==> src/common/spin_pll_pkg.sv <==
package spin_pll_pkg;

  // clock rate and timing
  localparam int CLK_MHZ = 100;
  localparam int SHAPE_US = 60;
  localparam int SHAPE_CYCLES = SHAPE_US * CLK_MHZ;

  // loop geometry
  localparam int CORR_W = 11;
  localparam int COUNT_W = 11;
  localparam int FINE_STAGE = 0;
  localparam int COARSE_STAGE = 5;
  localparam int LOCK_STAGE = 9;
  localparam int GUARD_STAGE = 10;
  localparam int CLEAR_STAGES = 9;
  localparam int COARSE7_LSB = 4;
  localparam int COARSE6_LSB = 5;
  localparam logic [10:0] CORR_MIDSCALE = 11'h400;
  localparam logic [10:0] COUNT_TARGET = 11'h200;

  // register byte offsets
  localparam logic [7:0] OFS_CTRL = 8'h00;
  localparam logic [7:0] OFS_STATUS = 8'h04;
  localparam logic [7:0] OFS_COUNT = 8'h08;
  localparam logic [7:0] OFS_CORR = 8'h0C;
  localparam logic [7:0] OFS_PRESET = 8'h10;

  // control fields
  localparam int CTRL_ENABLE_BIT = 0;
  localparam int CTRL_LOAD_BIT = 1;
  localparam logic CTRL_ENABLE_RST = 1'b1;

  // status fields
  localparam int ST_LOCK_BIT = 0;
  localparam int ST_ADD_BIT = 1;
  localparam int ST_SUB_BIT = 2;
  localparam int ST_CEN_BIT = 3;
  localparam int ST_CERR_BIT = 4;
  localparam int ST_Q1_BIT = 5;
  localparam int ST_Q2_BIT = 6;

  // bus answers
  localparam logic [1:0] RESP_OKAY = 2'h0;
  localparam logic [1:0] RESP_SLVERR = 2'h2;

  // sun pulse timing sequence
  typedef enum logic [1:0] {
    SEQ_IDLE = 2'b00,
    SEQ_SAMPLE = 2'b01,
    SEQ_CLEAR = 2'b11,
    SEQ_HOLD = 2'b10
  } seq_state_t;

endpackage

==> src/hdl/spin_locked_digital_pll.sv <==
//
// Contract
// - shaped sun pulse, 60 us, times loop
// - lock only at exact 1024 ratio
// - sample counter when sun pulse arrives
// - 11-stage counter counts halved oscillator
// - force divider high, clear nine stages (code clears all eleven, tenth and eleventh included)
// - tenth high, nine low means lock
// - tenth low means addition state
// - tenth high, lower nonzero means subtraction
// - eleventh stage guards against double ratio
// - 11-bit register drives ladder switches
// - direction selects only, strobes change register
// - fine strobe stage zero, coarse stage five
// - subtract select set only when too high
// - fine strobe needs four conditions
// - count enable toggles each sun pulse
// - coarse error on seven top stages
// - two qualifiers, cleared when six correct
// - coarse strobe needs second qualifier, enable
// - tenth stage isolated after reset
// - power-up presets correction register
`timescale 1ns/100ps
module spin_locked_digital_pll #(
  parameter int SHAPE_LEN = spin_pll_pkg::SHAPE_CYCLES,
  parameter logic [10:0] PRESET_VALUE = spin_pll_pkg::CORR_MIDSCALE
) (
  // clock, reset, enable
  input wire logic aclk,
  input wire logic aresetn,
  input wire logic clk_en,
  // pins
  input wire logic sun_pulse_in,
  input wire logic vco_in,
  output logic vco_force_high,
  output logic [10:0] ladder_code,
  output logic add_dir,
  output logic sub_dir,
  output logic in_lock,
  // axi4-lite write
  input wire logic [7:0] s_axi_awaddr,
  input wire logic s_axi_awvalid,
  output logic s_axi_awready,
  input wire logic [31:0] s_axi_wdata,
  input wire logic [3:0] s_axi_wstrb,
  input wire logic s_axi_wvalid,
  output logic s_axi_wready,
  output logic [1:0] s_axi_bresp,
  output logic s_axi_bvalid,
  input wire logic s_axi_bready,
  // axi4-lite read
  input wire logic [7:0] s_axi_araddr,
  input wire logic s_axi_arvalid,
  output logic s_axi_arready,
  output logic [31:0] s_axi_rdata,
  output logic [1:0] s_axi_rresp,
  output logic s_axi_rvalid,
  input wire logic s_axi_rready
);

  // saturating step: the control voltage must never jump end to end
  function automatic logic [10:0] sat_step(input logic [10:0] val, input logic [10:0] amt,
                                           input logic down);
    logic [11:0] wide;
    wide = 12'h000;
    if (down) begin
      wide = {1'b0, val} - {1'b0, amt};
      sat_step = wide[11] ? 11'h000 : wide[10:0];
    end else begin
      wide = {1'b0, val} + {1'b0, amt};
      sat_step = wide[11] ? 11'h7FF : wide[10:0];
    end
  endfunction

  function automatic logic [31:0] merge_bytes(input logic [31:0] old, input logic [31:0] data,
                                              input logic [3:0] strb);
    merge_bytes = old;
    for (int i = 0; i < 4; i++) begin
      if (strb[i]) begin
        merge_bytes[i*8 +: 8] = data[i*8 +: 8];
      end
    end
  endfunction

  localparam logic [10:0] FINE_AMT = 11'h001 << spin_pll_pkg::FINE_STAGE;
  localparam logic [10:0] COARSE_AMT = 11'h001 << spin_pll_pkg::COARSE_STAGE;
  localparam logic [12:0] SHAPE_LAST = 13'(SHAPE_LEN - 1);

  // pin synchronisers
  logic sun_meta_reg, sun_sync_reg, sun_prev_reg;
  logic vco_meta_reg, vco_sync_reg, vco_prev_reg;

  always_ff @(posedge aclk) begin
    if (!aresetn) begin
      sun_meta_reg <= 1'b0;
      sun_sync_reg <= 1'b0;
      sun_prev_reg <= 1'b0;
      // oscillator idles high: a low reset value would count a false rise
      vco_meta_reg <= 1'b1;
      vco_sync_reg <= 1'b1;
      vco_prev_reg <= 1'b1;
    end else if (clk_en) begin
      sun_meta_reg <= sun_pulse_in;
      sun_sync_reg <= sun_meta_reg;
      sun_prev_reg <= sun_sync_reg;
      vco_meta_reg <= vco_in;
      vco_sync_reg <= vco_meta_reg;
      vco_prev_reg <= vco_sync_reg;
    end
  end

  logic sun_rise, vco_rise;
  assign sun_rise = sun_sync_reg & ~sun_prev_reg;
  assign vco_rise = vco_sync_reg & ~vco_prev_reg;

  // sun pulse shaper and timing one-shots
  spin_pll_pkg::seq_state_t seq_reg;
  logic [12:0] shape_cnt_reg;
  logic shape_reg;
  logic oneshot_a, oneshot_b, oneshot_c;

  always_ff @(posedge aclk) begin
    if (!aresetn) begin
      seq_reg <= spin_pll_pkg::SEQ_IDLE;
      shape_cnt_reg <= 13'h0000;
      shape_reg <= 1'b0;
    end else if (clk_en) begin
      case (seq_reg)
        spin_pll_pkg::SEQ_IDLE: begin
          if (sun_rise) begin
            seq_reg <= spin_pll_pkg::SEQ_SAMPLE;
            shape_reg <= 1'b1;
            shape_cnt_reg <= 13'h0000;
          end
        end
        spin_pll_pkg::SEQ_SAMPLE: begin
          seq_reg <= spin_pll_pkg::SEQ_CLEAR;
          shape_cnt_reg <= shape_cnt_reg + 13'h0001;
        end
        spin_pll_pkg::SEQ_CLEAR: begin
          seq_reg <= spin_pll_pkg::SEQ_HOLD;
          shape_cnt_reg <= shape_cnt_reg + 13'h0001;
        end
        spin_pll_pkg::SEQ_HOLD: begin
          if (shape_cnt_reg >= SHAPE_LAST) begin
            seq_reg <= spin_pll_pkg::SEQ_IDLE;
            shape_reg <= 1'b0;
          end else begin
            shape_cnt_reg <= shape_cnt_reg + 13'h0001;
          end
        end
        default: begin
          seq_reg <= spin_pll_pkg::SEQ_IDLE;
          shape_reg <= 1'b0;
        end
      endcase
    end
  end

  assign oneshot_a = (seq_reg == spin_pll_pkg::SEQ_SAMPLE);
  assign oneshot_b = (seq_reg == spin_pll_pkg::SEQ_CLEAR);
  // strobe slot at the trailing edge, after direction has settled
  assign oneshot_c = (seq_reg == spin_pll_pkg::SEQ_HOLD) && (shape_cnt_reg >= SHAPE_LAST);

  always_ff @(posedge aclk) begin
    if (!aresetn) begin
      vco_force_high <= 1'b0;
    end else if (clk_en) begin
      vco_force_high <= shape_reg;
    end
  end

  // half divider and frequency counter
  logic half_div_reg, half_fall;
  logic [10:0] freq_count_reg;

  always_ff @(posedge aclk) begin
    if (!aresetn) begin
      half_div_reg <= 1'b1;
    end else if (clk_en) begin
      if (shape_reg) begin
        half_div_reg <= 1'b1;
      end else if (vco_rise) begin
        half_div_reg <= ~half_div_reg;
      end
    end
  end

  assign half_fall = ~shape_reg & vco_rise & half_div_reg;

  logic carry9;
  assign carry9 = &freq_count_reg[8:0];

  always_ff @(posedge aclk) begin
    if (!aresetn) begin
      freq_count_reg <= 11'h000;
    end else if (clk_en) begin
      if (oneshot_b) begin
        freq_count_reg[8:0] <= 9'h000;
        freq_count_reg[spin_pll_pkg::LOCK_STAGE] <= 1'b0;
        freq_count_reg[spin_pll_pkg::GUARD_STAGE] <= 1'b0;
      end else if (half_fall && !oneshot_a) begin
        freq_count_reg[8:0] <= freq_count_reg[8:0] + 9'h001;
        if (carry9) begin
          freq_count_reg[spin_pll_pkg::LOCK_STAGE] <= ~freq_count_reg[spin_pll_pkg::LOCK_STAGE];
          // guard set, never cleared by counting
          if (freq_count_reg[spin_pll_pkg::LOCK_STAGE]) begin
            freq_count_reg[spin_pll_pkg::GUARD_STAGE] <= 1'b1;
          end
        end
      end
    end
  end

  // classification of the sampled count
  logic count_lock, count_add, count_sub, coarse7_bad, coarse6_ok;
  logic [10:0] target;
  assign target = spin_pll_pkg::COUNT_TARGET;

  assign count_lock = (freq_count_reg == target);
  assign count_add = ~freq_count_reg[spin_pll_pkg::LOCK_STAGE] &
                     ~freq_count_reg[spin_pll_pkg::GUARD_STAGE];
  assign count_sub = ~count_lock & ~count_add;
  assign coarse7_bad = freq_count_reg[10:spin_pll_pkg::COARSE7_LSB] !=
                       target[10:spin_pll_pkg::COARSE7_LSB];
  assign coarse6_ok = freq_count_reg[10:spin_pll_pkg::COARSE6_LSB] ==
                      target[10:spin_pll_pkg::COARSE6_LSB];

  // loop control flops
  logic subtract_select_ff, count_enable_ff, coarse_error_ff;
  logic lock_qualifier_first, lock_qualifier_second, ratio_error_reg;
  logic [10:0] sampled_count_reg;

  always_ff @(posedge aclk) begin
    if (!aresetn) begin
      subtract_select_ff <= 1'b0;
      coarse_error_ff <= 1'b0;
      // no sample taken yet, so lock is not claimed
      ratio_error_reg <= 1'b1;
      sampled_count_reg <= 11'h000;
    end else if (clk_en && oneshot_a) begin
      subtract_select_ff <= count_sub;
      coarse_error_ff <= coarse7_bad;
      // any other ratio is an error
      ratio_error_reg <= ~count_lock;
      sampled_count_reg <= freq_count_reg;
    end
  end

  always_ff @(posedge aclk) begin
    if (!aresetn) begin
      count_enable_ff <= 1'b0;
    end else if (clk_en && oneshot_a) begin
      count_enable_ff <= ~count_enable_ff;
    end
  end

  always_ff @(posedge aclk) begin
    if (!aresetn) begin
      lock_qualifier_first <= 1'b0;
      lock_qualifier_second <= 1'b0;
    end else if (clk_en && oneshot_a) begin
      if (coarse6_ok) begin
        lock_qualifier_first <= 1'b0;
        lock_qualifier_second <= 1'b0;
      end else if (coarse7_bad && count_enable_ff) begin
        lock_qualifier_first <= 1'b1;
        lock_qualifier_second <= lock_qualifier_first;
      end
    end
  end

  always_ff @(posedge aclk) begin
    if (!aresetn) begin
      add_dir <= 1'b1;
      sub_dir <= 1'b0;
      in_lock <= 1'b0;
    end else if (clk_en) begin
      add_dir <= ~subtract_select_ff;
      sub_dir <= subtract_select_ff;
      in_lock <= ~ratio_error_reg & ~lock_qualifier_first;
    end
  end

  // software control
  logic loop_enable_reg, load_pulse_reg;
  logic [10:0] preset_reg;
  logic coarse_strobe, fine_strobe;

  assign coarse_strobe = oneshot_c & lock_qualifier_second & count_enable_ff & loop_enable_reg;
  assign fine_strobe = oneshot_c & ~coarse_strobe & ratio_error_reg & count_enable_ff &
                       loop_enable_reg;

  // correction register
  logic [10:0] corr_reg;

  always_ff @(posedge aclk) begin
    if (!aresetn) begin
      corr_reg <= PRESET_VALUE;
    end else if (clk_en) begin
      if (load_pulse_reg) begin
        corr_reg <= preset_reg;
      end else if (coarse_strobe) begin
        corr_reg <= sat_step(corr_reg, COARSE_AMT, subtract_select_ff);
      end else if (fine_strobe) begin
        corr_reg <= sat_step(corr_reg, FINE_AMT, subtract_select_ff);
      end
    end
  end

  assign ladder_code = corr_reg;

  // axi4-lite write path
  logic aw_held_reg, w_held_reg;
  logic [7:0] waddr_reg;
  logic [31:0] wdata_reg;
  logic [3:0] wstrb_reg;
  logic do_write;
  assign do_write = aw_held_reg & w_held_reg & ~s_axi_bvalid;

  always_ff @(posedge aclk) begin
    if (!aresetn) begin
      aw_held_reg <= 1'b0;
      w_held_reg <= 1'b0;
      s_axi_awready <= 1'b0;
      s_axi_wready <= 1'b0;
      s_axi_bvalid <= 1'b0;
      s_axi_bresp <= spin_pll_pkg::RESP_OKAY;
      waddr_reg <= 8'h00;
      wdata_reg <= 32'h00000000;
      wstrb_reg <= 4'h0;
    end else if (clk_en) begin
      s_axi_awready <= ~aw_held_reg & ~(s_axi_awvalid & s_axi_awready) & ~s_axi_bvalid;
      s_axi_wready <= ~w_held_reg & ~(s_axi_wvalid & s_axi_wready) & ~s_axi_bvalid;
      if (s_axi_awvalid && s_axi_awready) begin
        aw_held_reg <= 1'b1;
        waddr_reg <= s_axi_awaddr;
      end
      if (s_axi_wvalid && s_axi_wready) begin
        w_held_reg <= 1'b1;
        wdata_reg <= s_axi_wdata;
        wstrb_reg <= s_axi_wstrb;
      end
      if (do_write) begin
        aw_held_reg <= 1'b0;
        w_held_reg <= 1'b0;
        s_axi_bvalid <= 1'b1;
        case (waddr_reg)
          spin_pll_pkg::OFS_CTRL, spin_pll_pkg::OFS_PRESET: begin
            s_axi_bresp <= spin_pll_pkg::RESP_OKAY;
          end
          default: begin
            s_axi_bresp <= spin_pll_pkg::RESP_SLVERR;
          end
        endcase
      end else if (s_axi_bvalid && s_axi_bready) begin
        s_axi_bvalid <= 1'b0;
      end
    end
  end

  // writable registers
  logic [31:0] ctrl_merged, preset_merged;
  assign ctrl_merged = merge_bytes({30'h0, 1'b0, loop_enable_reg}, wdata_reg, wstrb_reg);
  assign preset_merged = merge_bytes({21'h0, preset_reg}, wdata_reg, wstrb_reg);

  always_ff @(posedge aclk) begin
    if (!aresetn) begin
      loop_enable_reg <= spin_pll_pkg::CTRL_ENABLE_RST;
      load_pulse_reg <= 1'b0;
      preset_reg <= PRESET_VALUE;
    end else if (clk_en) begin
      load_pulse_reg <= 1'b0;
      if (do_write && waddr_reg == spin_pll_pkg::OFS_CTRL) begin
        loop_enable_reg <= ctrl_merged[spin_pll_pkg::CTRL_ENABLE_BIT];
        load_pulse_reg <= ctrl_merged[spin_pll_pkg::CTRL_LOAD_BIT];
      end
      if (do_write && waddr_reg == spin_pll_pkg::OFS_PRESET) begin
        preset_reg <= preset_merged[10:0];
      end
    end
  end

  // axi4-lite read path
  logic [31:0] status_word;
  always_comb begin
    status_word = 32'h00000000;
    status_word[spin_pll_pkg::ST_LOCK_BIT] = in_lock;
    status_word[spin_pll_pkg::ST_ADD_BIT] = add_dir;
    status_word[spin_pll_pkg::ST_SUB_BIT] = sub_dir;
    status_word[spin_pll_pkg::ST_CEN_BIT] = count_enable_ff;
    status_word[spin_pll_pkg::ST_CERR_BIT] = coarse_error_ff;
    status_word[spin_pll_pkg::ST_Q1_BIT] = lock_qualifier_first;
    status_word[spin_pll_pkg::ST_Q2_BIT] = lock_qualifier_second;
  end

  always_ff @(posedge aclk) begin
    if (!aresetn) begin
      s_axi_arready <= 1'b0;
      s_axi_rvalid <= 1'b0;
      s_axi_rdata <= 32'h00000000;
      s_axi_rresp <= spin_pll_pkg::RESP_OKAY;
    end else if (clk_en) begin
      s_axi_arready <= ~s_axi_rvalid & ~(s_axi_arvalid & s_axi_arready);
      if (s_axi_arvalid && s_axi_arready) begin
        s_axi_rvalid <= 1'b1;
        s_axi_rresp <= spin_pll_pkg::RESP_OKAY;
        case (s_axi_araddr)
          spin_pll_pkg::OFS_CTRL: s_axi_rdata <= {31'h0, loop_enable_reg};
          spin_pll_pkg::OFS_STATUS: s_axi_rdata <= status_word;
          spin_pll_pkg::OFS_COUNT: s_axi_rdata <= {21'h0, sampled_count_reg};
          spin_pll_pkg::OFS_CORR: s_axi_rdata <= {21'h0, corr_reg};
          spin_pll_pkg::OFS_PRESET: s_axi_rdata <= {21'h0, preset_reg};
          default: begin
            s_axi_rdata <= 32'h00000000;
            s_axi_rresp <= spin_pll_pkg::RESP_SLVERR;
          end
        endcase
      end else if (s_axi_rvalid && s_axi_rready) begin
        s_axi_rvalid <= 1'b0;
      end
    end
  end

endmodule // spin_locked_digital_pll
==> config.mk <==
export PLATFORM = sky130hd
export DESIGN_NAME = spin_locked_digital_pll
export DESIGN_NICKNAME = d
export VERILOG_FILES = /design/src/common/spin_pll_pkg.sv /design/src/hdl/spin_locked_digital_pll.sv
export SDC_FILE = /design/constraint.sdc
export NUM_CORES = 1
export LEC_CHECK = 0
export ABC_CLOCK_PERIOD_IN_PS = 4200
export BUFFER_PORTS_ARGS = -buffer_cell sky130_fd_sc_hd__buf_2
export CAP_MARGIN = 25
export CORE_ASPECT_RATIO = 1.75
export CORE_MARGIN = 2
export CORE_UTILIZATION = 39
export DETAILED_ROUTE_END_ITERATION = 7
export PLACE_DENSITY = 0.66
export REMOVE_ABC_BUFFERS = 1
export SYNTH_ARGS = -nofsm -noshare
export SYNTH_HDL_FRONTEND = slang
export SYNTH_SLANG_ARGS = --single-unit
==> constraint.sdc <==
create_clock -name aclk -period 4.2 [get_ports aclk]
set_input_delay 0.21 -clock aclk [delete_from_list [all_inputs] [get_ports aclk]]
set_output_delay 0.21 -clock aclk [all_outputs]
set_load 0.1 [all_outputs]
## Word level (Yosys, flattened, before mapping)

Cells that the tools add are included.

| storage, ports and cells | value |
|---|---|
| register bits | 143 |
| input port bits | 62 |
| output and inout bits | 56 |
| word-level logic and storage cells | 198 |

| operators by class | value |
|---|---|
| add/sub/neg operators | 6 |
| order comparisons | 1 |
| eq/ne operators | 14 |
| muxes and demuxes | 41 |
| bitwise gates (word level) | 44 |
| reduce and logical (&&, ||, !) cells | 50 |

Operators with widths:

| operator | number |
|---|---|
| 2-to-1 mux 11 bit | 11 |
| case mux 11 bit (5 select lines) | 1 |
| case mux 13 bit (3 select lines) | 1 |
| 2-to-1 mux 13 bit | 2 |
| bitwise AND 1 bit | 24 |
| AND reduction 2 bit | 12 |
| inverter 1 bit | 20 |
| nonzero test 2 bit | 10 |
| 2-to-1 mux 1 bit | 18 |
| AND reduction 3 bit | 6 |
| == test 8 x 4 -> 1 bit (second input constant) | 2 |
| == test 8 x 5 -> 1 bit (second input constant) | 2 |
| zero test 8 bit | 2 |
| adder 13 x 1 -> 13 bit (second input constant) | 1 |
| >= comparator 13 bit (second input constant) | 1 |
| adder 11 x 1 -> 12 bit (second input constant) | 1 |
| adder 11 x 6 -> 12 bit (second input constant) | 1 |
| 2-to-1 mux 2 bit | 6 |
| subtractor 11 x 1 -> 12 bit (second input constant) | 1 |
| subtractor 11 x 6 -> 12 bit (second input constant) | 1 |
| == test 11 x 10 -> 1 bit (second input constant) | 1 |
| logical AND 1 bit | 11 |
| adder 9 x 1 -> 9 bit (second input constant) | 1 |
| AND reduction 9 bit | 1 |
| 14 further kinds | 19 |

## Longest topological paths before layout

Gate-level depths: netlist of run 1.

| logic depth | value |
|---|---|
| depth after elaboration | 13 |
| gate-level depth with buffers | 10 |
| depth with buffers taken out | 10 |

## Worst setup path before layout of run 1

No wires, ideal clock.

| timing path | value |
|---|---|
| path kind | flip-flop to flip-flop |
| from | register corr_reg[6], in the netlist ladder_code[6] |
| to | register corr_reg[1], in the netlist ladder_code[1] |
| library setup time | 0.092 ns |
| arrival time | 2.688 ns |
| data required time | 4.108 ns |
| slack | 1.420 ns |
| cell stages (with the launch flop) | 8 |
| buffers on the path | 0 |
| clock period less this slack | 2.780 ns |
| path through | dfxtp_1 ha_1 nand4b_1 or3_1 nand2_1 nor3_1 or3_4 o32ai_1 |

| on the way | value |
|---|---|
| longest elaborated chain between the ends | 6 |
| elaborated cells between the ends (all ways) | 13 |
| classes of those cells | add/sub (4); mux (9) |

Ends and longest elaborated chain:

| item | line | text |
|---|---|---|
| from (decl) | spin_locked_digital_pll.sv:295 | `logic [10:0] corr_reg;` |
| from (signal assigned) | spin_locked_digital_pll.sv:302 | `corr_reg <= preset_reg;` |
| from (signal assigned) | spin_locked_digital_pll.sv:304 | `corr_reg <= sat_step(corr_reg, COARSE_AMT, subtract_select_ff);` |
| from (signal assigned) | spin_locked_digital_pll.sv:306 | `corr_reg <= sat_step(corr_reg, FINE_AMT, subtract_select_ff);` |
| adder 11 x 1 -> 12 bit or subtractor 11 x 1 -> 12 bit (tied branches) | spin_locked_digital_pll.sv:70, spin_locked_digital_pll.sv:67 |  |
| 2-to-1 mux 11 bit, on equally long branches | spin_locked_digital_pll.sv:71, spin_locked_digital_pll.sv:68 |  |
| 2-to-1 mux 11 bit | spin_locked_digital_pll.sv:66 | `if (down) begin` |
| 2-to-1 mux 11 bit | spin_locked_digital_pll.sv:305 | `end else if (fine_strobe) begin` |
| 2-to-1 mux 11 bit * | spin_locked_digital_pll.sv:303 | `end else if (coarse_strobe) begin` |
| 2-to-1 mux 11 bit * | spin_locked_digital_pll.sv:301 | `if (load_pulse_reg) begin` |

Mark *: on every way between the ends. The rest lies on a longest branch, timed or not. The select of a mux whose other input is x is not followed.
A chain may end at the register's enable or synchronous reset.

## Worst setup path after layout of run 1

| timing path | value |
|---|---|
| from | register corr_reg[5], in the netlist ladder_code[5] |
| to | register corr_reg[2], in the netlist ladder_code[2] |

The elaborated chain is that of the path after synthesis.

==> run_results.csv, run 1 <==
group,metric,value,unit
sta,worstMarginPinSlew,0.847,ns
yosys,syn_area,0.00629,mm^2
yosys,synth.avg_cell_area,8.03,um^2
clock_network,cts.path.max_buffers,2,
layout,drive_above_1_share,0.149,
worst_setup_path,reg2reg_from,"ladder_code[5]",
layout,area_delta_synth_final,15.1,%
worst_hold_path,min-delay-start,"vco_in",
sta,finalHoldViolations,0,
global_routing,grt_max_degree,51,
power,finalPower,3.02,mW
yosys,ys_types,79,
sta,fin_crit,2.65,ns
floorplanning,core,0.0159,mm^2
floorplanning,die_width,100,um
sta,setup_viol,0,
power,powerDensity,417,mW/mm^2
clock_network,cts_setup_buffers,0,
global_routing,grt_pass1_wl,26300,um
worst_setup_path,cp-end-kind,"register",
global_routing,antenna_found_initial,0,
clock_network,cts_resized,0,
sta,clock-skew-final,0.0101,ns
run_status,status,"finished clean",
floorplanning,rows,61,
worst_setup_path,start_kind,"register",
yosys,yosys.area_share.xor_xnor,0.0265,
yosys,ys_ff_latch,120,
clock_network,cts_root_buffer,"clkbuf_16",
worst_setup_path,path_cells,"ha_1 > nand4b_1 > or3_1 > nand2_1 > nor3_1 > or3_4 > o32ai_1",
clock_network,cts_inserted_buffers,17,
layout,fill_cells,1590,
floorplanning,initial_core_util,0.396,
worst_setup_path,cp_slowest_cell,"dfxtp_1",
placed_design,preCtsSetupSlack,1.61,ns
layout,fin_nets,900,
floorplanning,dieArea,0.0172,mm^2
yosys,synthAdderAreaFrac,0.0159,
worst_setup_path,slowest_delay,0.69,ns
global_routing,track_usage,0.196,
detailed_routing,dr.pass1.iters,5,
global_routing,overflow,0,
power,ir_drop,297,uV
layout,register_area,0.00240,mm^2
detailed_routing,drtAntennaViolNets,0,
sta,drv_slew,0,
clock_network,cts_tree,"yes",
yosys,yosys_warnings,0,
floorplanning,die_y,172,um
placed_design,port_buffers,71,
placed_design,dp_hpwl,12600,um
clock_network,cts.sinks,120,
yosys,async_flop_share,0,
detailed_routing,first_iter_violations,342,
detailed_routing,wl_per_cell,16.5,um
clock_network,clk_pin_slew,0.06,ns
worst_setup_path,critPathKind,"register to register",
yosys,syn_inst,783,
placed_design,gp_congestion,0.895,
detailed_routing,viasPerCell,5.63,
worst_setup_path,critPathArrivalTime,2.97,ns
sta,min_period_over_period,0.631,
yosys,seq_area_frac_synth,0.382,
worst_setup_path,crit_fanout,15,
detailed_routing,routed_wl,17100,um
worst_hold_path,hp-class,"input port to register",
clock_network,ctsHtreeMaxLevel,4,
power,p_leak,2.75,nW
yosys,synthSimpleGateAreaFrac,0.255,
layout,largest_register_ffs,13,
sta,holdWs,0.0135,ns
detailed_routing,num_vias,5805,
sta,fmax,0.377,GHz
worst_setup_path,cp-startpoint,"ladder_code[5]",
clock_network,cts_hold_buffers,0,
detailed_routing,drc,0,
sta,relSlewSlack,0.430,
clock_network,clock_latency,0.41,ns
layout,n_antenna_cell,0,
job,max_cap_violations,0,
global_routing,grt_pass1_vias,5173,
sta,rsz0062_at_grt,"no",
yosys,synth_edf_count,0,
worst_setup_path,crit_required,4.52,ns
layout,multi_input_area,0.00349,mm^2
sta,finalWorstSetupSlack,1.55,ns
yosys,synthMuxAreaShare,0.0243,
floorplanning,num_io_pins,118,
yosys,synth-main-ff-cell,"dfxtp_1",
yosys,synth_compound_area_frac,0.219,
sta,tns,0,ns
yosys,synth_top_family_by_area,"simple AND/OR/NAND/NOR gates",
-- path summary, 6_finish.rpt --
| path | to | slack, ns | cells past startpoint |
|---|---|---|---|
| worst max-delay path | ladder_code[2] | 1.55 | 7 |
| worst min-delay path | vco_meta_reg | 0.01 | 3 |
| worst max register to register | ladder_code[2] | 1.55 | 7 |
| worst min register to register | s_axi_rdata[7] | 0.46 | 2 |
-- critical path, delay by kind of cell, from the launching register on --
kind | cells | cell delay, ns
compound gates | 1 | 0.28
flops | 1 | 0.69
simple gates | 5 | 1.30
fa+ha+maj | 1 | 0.30
-- cell usage after synthesis (7+ instances only) --
library cell,number,area (um^2)
nor2_1,60,225
ha_1,8,100
and3_1,8,50.1
nand3_1,29,145
inv_1,19,71.3
xnor2_1,13,114
nand2_1,144,541
nor3_1,19,95.1
a211oi_1,7,52.6
a31oi_1,8,50.1
a21boi_0,47,353
nand4_1,9,56.3
a22oi_1,10,75.1
buf_4,23,173
o21ai_0,32,160
a21oi_1,26,130
dfxtp_1,120,2400
clkbuf_1,36,135
o211ai_1,7,52.6
nor2b_1,23,144
mux2i_1,13,130
a221oi_1,7,61.3
-- stage by stage --
stage	utilization	instance area, um^2	std cells
floorplan	-	5960	735
global placement	0.415	6590	999
detailed placement	0.415	6590	999
CTS	0.456	7240	1031
global route	0.456	7240	1032
finish	0.456	7240	1032
-- metal layers --
layer  global-route usage  vias up  wire, um
li1                     -     2831         -
met1                0.199     2750      6350
met2                0.363      178      9190
met3               0.0420       46       738
met4                0.116        0       806
met5                    0        -         0
-- power by group --
group | internal [mW] | leakage, nW | switching (mW)
sequential | 1.16 | 0.970 | 0.0172
clock | 1.06 | 0.305 | 0.549
combinational | 0.0499 | 1.48 | 0.189
total | 2.27 | 2.75 | 0.755
-- logic make-up after synthesis --
kind of cell / after synthesis
flops: 120
buf+inv: 90
compound gates: 193
mux: 15
fa+ha+maj: 8
xor+xnor: 19
simple gates: 337
other cells: 1
-- placed cells by master (no fill, tap or decap), types with 4 or more instances in the layout --
master,Yosys,routed
nand4_1,9,9
nor2b_1,23,23
clkbuf_16,0,17
xnor2_1,13,13
ha_1,8,8
o22ai_1,6,6
o32ai_1,4,4
buf_2,3,71
a222oi_1,4,4
a22oi_1,10,10
conb_1,1,23
o21ai_0,32,32
xor2_1,6,6
and3_1,8,8
o211ai_1,7,7
a21oi_1,26,26
nand3_1,29,29
inv_1,19,19
buf_4,23,5
dfxtp_1,120,120
bufinv_16,0,5
mux2i_1,13,13
a21boi_0,47,47
a211oi_1,7,7
inv_6,0,4
nor2_1,60,60
a31oi_1,8,8
and2_1,6,6
nand2_1,144,144
a221oi_1,7,7
a32o_1,4,4
o221ai_1,4,4
or4_1,5,5
or3_1,6,6
nor3_1,19,19
-- final cells by class --
class,instances,share of cell area
multi-input combinational,595,0.481
inverter,20,0.0104
tap,189,0.0326
sequential,120,0.332
timing repair buffer,76,0.0542
clock buffer,19,0.0598
clock inverter,13,0.0299
(Power assumes the default switching activity.)
==> run 2, diff against run 1 <==
- ABC_CLOCK_PERIOD_IN_PS: 4200 -> 2150
- PLACE_DENSITY: 0.66 -> 0.69
- clock period: 4.2 -> 2.15 ns (I/O delays scaled with it)
==> run 2 against run 1 <==
Net effect: combinational power is 120% higher; count of clock-buffer cells in the layout shrank 2; sequential power grew 95%; non-clock buffer count increased by 95; die area stayed put; worst hold slack improved by 0.0035 ns; first-iteration DRC count increased by 1.5%; critical path depth unchanged; maximum frequency rose by 25%; core utilization grew 5.2 points; setup slack got worse by 1.5 ns; largest power group unchanged.
==> run_results.csv, run 2 (synthesized netlist as in run 1, its figures left out) <==
group,metric,value,unit
run_status,status,"finished clean",
clock_network,ctsHtreeMaxLevel,4,
detailed_routing,routed_wl,18200,um
worst_hold_path,hp-class,"input port to register",
power,pwr-share-seq,0.410,
detailed_routing,num_vias,6196,
floorplanning,core,0.0159,mm^2
power,netSwitchingPower,1.63,mW
clock_network,cts_tree,"yes",
sta,fin_crit,2.12,ns
detailed_routing,wl_per_cell,16.2,um
worst_setup_path,critPathKind,"register to register",
clock_network,cts_root_buffer,"clkbuf_16",
sta,clock-skew-final,0.0108,ns
sta,finalHoldViolations,0,
placed_design,port_buffers,71,
clock_network,cts_inserted_buffers,17,
detailed_routing,drc,0,
floorplanning,rows,61,
detailed_routing,viasPerCell,5.50,
global_routing,grt_pass1_vias,5691,
power,p_comb_frac,0.095,
global_routing,track_usage,0.211,
sta,setup_viol,0,
placed_design,dp_hpwl,13500,um
clock_network,cts.sinks,120,
power,p_int,3.94,mW
detailed_routing,dr.pass1.iters,7,
worst_setup_path,crit_required,2.48,ns
sta,min_period_over_period,0.987,
floorplanning,die_width,100,um
placed_design,gp_congestion,0.934,
power,clkPwrFrac,0.495,
sta,fmax,0.471,GHz
global_routing,antenna_found_initial,0,
layout,layout_common_cells,"nand2_1, dfxtp_1, buf_4",
worst_setup_path,cp-end-kind,"register",
worst_setup_path,crit_fanout,5,
layout,fin_nets,995,
layout,finalNonFillerCells,1127,
detailed_routing,drtAntennaViolNets,0,
power,p_leak,3.20,nW
worst_setup_path,critPathArrivalTime,2.45,ns
detailed_routing,first_iter_violations,347,
global_routing,overflow,0,
layout,largest_register_ffs,13,
placed_design,dpl.cell_count,1069,
floorplanning,num_io_pins,118,
global_routing,grt_pass1_wl,28200,um
layout,drive_above_1_share,0.233,
clock_network,clk_pin_slew,0.06,ns
clock_network,cts.path.max_buffers,2,
layout,n_antenna_cell,0,
sta,tns,0,ns
layout,area_delta_synth_final,28.3,%
layout,fill_cells,1509,
sta,drv_slew,0,
sta,worstMarginPinSlew,0.849,ns
sta,relSlewSlack,0.433,
power,ir_drop,519,uV
worst_setup_path,start_kind,"register",
layout,final_common_cell,"nand2_1",
global_routing,grt_max_degree,74,
sta,rsz0062_at_grt,"yes",
floorplanning,initial_core_util,0.396,
job,max_cap_violations,0,
power,powerDensity,690,mW/mm^2
clock_network,clock_latency,0.42,ns
floorplanning,dieArea,0.0172,mm^2
power,switching_share,0.293,
floorplanning,die_y,172,um
## run 2: layer usage
metal / wire (um) / track usage / vias to the layer above
li1: - / - / 3029
met4: 668 / 0.104 / 0
met5: 0 / 0 / -
met1: 6640 / 0.214 / 2910
met3: 819 / 0.0420 / 55
met2: 10100 / 0.404 / 202
## run 2: worst paths after layout
| kind | end | startpoint | cells past startpoint | slack, ns |
|---|---|---|---|---|
| setup / recovery | ladder_code[1] | shape_cnt_reg[1] | 7 | 0.03 |
| hold reg to reg | s_axi_rdata[7] | s_axi_rdata[7] | 2 | 0.45 |
| setup reg to reg | ladder_code[1] | shape_cnt_reg[1] | 7 | 0.03 |
| hold / removal | s_axi_rvalid | s_axi_rready | 4 | 0.02 |
## run 2: stage by stage
stage / setup WS, ns / total power, mW / hold slack (ns) / area, um^2 / utilization
after floorplan: -0.818 / 2.69 / 0.169 / 5960 / -
after global placement: -0.0370 / 2.82 / 0.328 / 7120 / 0.449
after detailed placement: -0.0821 / 2.82 / 0.334 / 7120 / 0.449
after CTS: -0.0486 / 5.60 / 0.00861 / 7970 / 0.502
after global routing: -0.0498 / 5.75 / 0.0476 / 8070 / 0.509
final: 0.0276 / 5.57 / 0.0170 / 8070 / 0.509
## run 2: worst max-delay path, stage by stage (launching register included)
cell and delay (ns):
dfxtp_2 0.36, ha_4 0.15, a211oi_2 0.04, buf_4 0.14, o41ai_4 0.38, a31oi_1 0.21, or3_4 0.47, o32ai_2 0.29
## run 2: repair_timing
item	in CTS	in global routing
setup endpoints to repair	8	26
cloned	0	0
gates resized for setup	5	25
hold buffers	24	0
setup buffers	1	1
endpoints found under the hold margin	24	0
pin swaps	0	4
## run 2: cell type report
cell class                 instances  area, um^2  share of cell area
timing repair buffer             171        1190               0.147
clock buffer                      17         425              0.0527
clock inverter                    15         151              0.0188
inverter                          20        75.1             0.00930
tap                              189         236              0.0293
sequential                       120        2410               0.298
multi-input combinational        595        3590               0.445
## run 2: power groups by stage
| stage | logic (mW) | clock network (mW) | registers (mW) |
|---|---|---|---|
| after floorplan | 0.293 | 0 | 2.39 |
| after global placement | 0.491 | 0 | 2.33 |
| after detailed placement | 0.494 | 0 | 2.33 |
| after CTS | 0.528 | 2.79 | 2.28 |
| after global routing | 0.564 | 2.90 | 2.28 |
| final | 0.531 | 2.76 | 2.28 |
==> run 3, diff against run 2 <==
- CORE_ASPECT_RATIO: 1.75 -> 1.5
==> run 3 against run 2 <==
Net effect: maximum frequency increased by 1.4%; register-to-register slack better by 0.03 ns; global-route usage about the same; clock power barely moved; clock skew is 0.0021 ns lower; critical endpoint is now shape_cnt_reg[2]; largest cell class unchanged.
==> run_results.csv, run 3 (synthesized netlist as in run 1, its figures left out) <==
group,metric,value,unit
run_status,status,"finished clean",
detailed_routing,first_iter_violations,351,
detailed_routing,viasPerCell,5.35,
worst_setup_path,critPathArrivalTime,2.44,ns
clock_network,cts.path.max_buffers,2,
power,p_leak,3.19,nW
sta,rsz0062_at_grt,"yes",
clock_network,clk_pin_slew,0.06,ns
job,max_cap_violations,0,
layout,n_antenna_cell,0,
power,powerDensity,685,mW/mm^2
floorplanning,initial_core_util,0.401,
global_routing,antenna_found_initial,0,
sta,setup_viol,0,
placed_design,post_dp_cell_area,0.00714,mm^2
power,pwr-share-seq,0.412,
sta,drv_slew,0,
global_routing,grt_max_degree,90,
power,clkPwrFrac,0.492,
placed_design,port_buffers,71,
floorplanning,die_y,160,um
power,p_comb_frac,0.096,
floorplanning,core,0.0157,mm^2
detailed_routing,dr.pass1.iters,5,
global_routing,grt_pass1_vias,5739,
power,switching_share,0.278,
global_routing,track_usage,0.211,
worst_setup_path,cp_slowest_cell,"or3_2",
power,finalPower,5.55,mW
sta,tns,0,ns
worst_setup_path,critPathKind,"register to register",
layout,area_delta_synth_final,28.8,%
layout,drive_above_1_share,0.243,
clock_network,cts_tree,"yes",
clock_network,clock_latency,0.42,ns
floorplanning,dieArea,0.0172,mm^2
worst_setup_path,slowest_delay,0.42,ns
layout,final_common_cell,"nand2_1",
placed_design,gp_congestion,0.881,
sta,worstMarginPinSlew,0.659,ns
worst_setup_path,crit_required,2.49,ns
worst_setup_path,crit_fanout,13,
layout,layout_common_cells,"nand2_1, dfxtp_1, buf_4",
sta,finalHoldViolations,0,
sta,clock-skew-final,0.00873,ns
floorplanning,num_io_pins,118,
clock_network,cts_root_buffer,"clkbuf_16",
detailed_routing,num_vias,6104,
sta,relSlewSlack,0.559,
sta,fmax,0.478,GHz
clock_network,cts_inserted_buffers,17,
worst_setup_path,path_cells,"ha_2 > a211oi_2 > o41ai_4 > buf_4 > a31o_2 > or3_2 > a21oi_1",
clock_network,cts.sinks,120,
sta,min_period_over_period,0.973,
global_routing,grt_pass1_wl,28600,um
worst_setup_path,cp-end-kind,"register",
power,p_int,4.01,mW
layout,fill_cells,1499,
sta,fin_crit,2.09,ns
layout,largest_register_ffs,13,
detailed_routing,wl_per_cell,15.9,um
layout,fin_nets,994,
layout,post-route-util,0.516,
floorplanning,die_width,108,um
worst_hold_path,hp-class,"input port to register",
detailed_routing,routed_wl,18100,um
clock_network,ctsHtreeMaxLevel,4,
layout,finalInstanceArea,0.00810,mm^2
power,netSwitchingPower,1.54,mW
floorplanning,rows,56,
detailed_routing,drc,0,
detailed_routing,drtAntennaViolNets,0,
placed_design,dp_hpwl,13100,um
power,ir_drop,615,uV
global_routing,overflow,0,
worst_setup_path,start_kind,"register",
==> run 3: per-stage QoR <==
| step | worst slack [ns] | std cells | hold WS (ns) |
|---|---|---|---|
| after global routing | -0.0363 | 1140 | 0.0806 |
| after global placement | 0.0279 | 1083 | 0.329 |
| after floorplan | -0.818 | 735 | 0.169 |
| final | 0.0570 | 1140 | 0.0257 |
| after CTS | 0.00253 | 1139 | 0.0230 |
| after detailed placement | -0.0191 | 1083 | 0.333 |
==> run 3: layout make-up <==
type	count	area, um^2	share of cell area
repair buffers	170	1170	0.145
clock inverters	15	144	0.0178
inverters	20	75.1	0.00926
flip-flops and latches	120	2410	0.297
clock buffers	17	425	0.0525
well taps	203	254	0.0313
multi-input cells	595	3630	0.448
==> run 3: power groups by stage <==
stage / clock network, mW / registers, mW / logic, mW
3_5_place_dp: 0 / 2.33 / 0.496
4_1_cts: 2.76 / 2.28 / 0.530
6_report: 2.73 / 2.28 / 0.535
2_1_floorplan: 0 / 2.39 / 0.293
5_1_grt: 2.88 / 2.29 / 0.570
3_3_place_gp: 0 / 2.33 / 0.493
==> run 3: repair_timing <==
item                                   4_1_cts  5_1_grt
pin swaps                                    0        6
setup buffers                                0        1
setup endpoints to repair                    3       12
endpoints found under the hold margin       24        0
gates resized for setup                      4       30
hold buffers                                24        0
==> run 3: critical path, delay by kind of cell, from the launching register on <==
kind	cells	cell delay, ns
and+or+nand+nor	1	0.42
adders and majority gates	1	0.20
AOI/OAI and AO/OA	4	0.89
buffers and inverters	1	0.18
DFF	1	0.33
==> run 3: path summary, 6_finish.rpt <==
check / start / to / slack [ns] / depth (start not counted)
setup / recovery: shape_cnt_reg[0] / shape_cnt_reg[2] / 0.06 / 7
hold / removal: s_axi_rready / s_axi_rvalid / 0.03 / 4
setup reg to reg: shape_cnt_reg[0] / shape_cnt_reg[2] / 0.06 / 7
hold reg to reg: s_axi_rdata[9] / s_axi_rdata[9] / 0.45 / 2
==> run 3: per-layer routing <==
metal | vias up | wire (um) | GRT usage
met5 | - | 0 | 0
li1 | 3013 | - | -
met1 | 2869 | 7080 | 0.232
met4 | 0 | 777 | 0.115
met2 | 177 | 9530 | 0.383
met3 | 45 | 747 | 0.0295
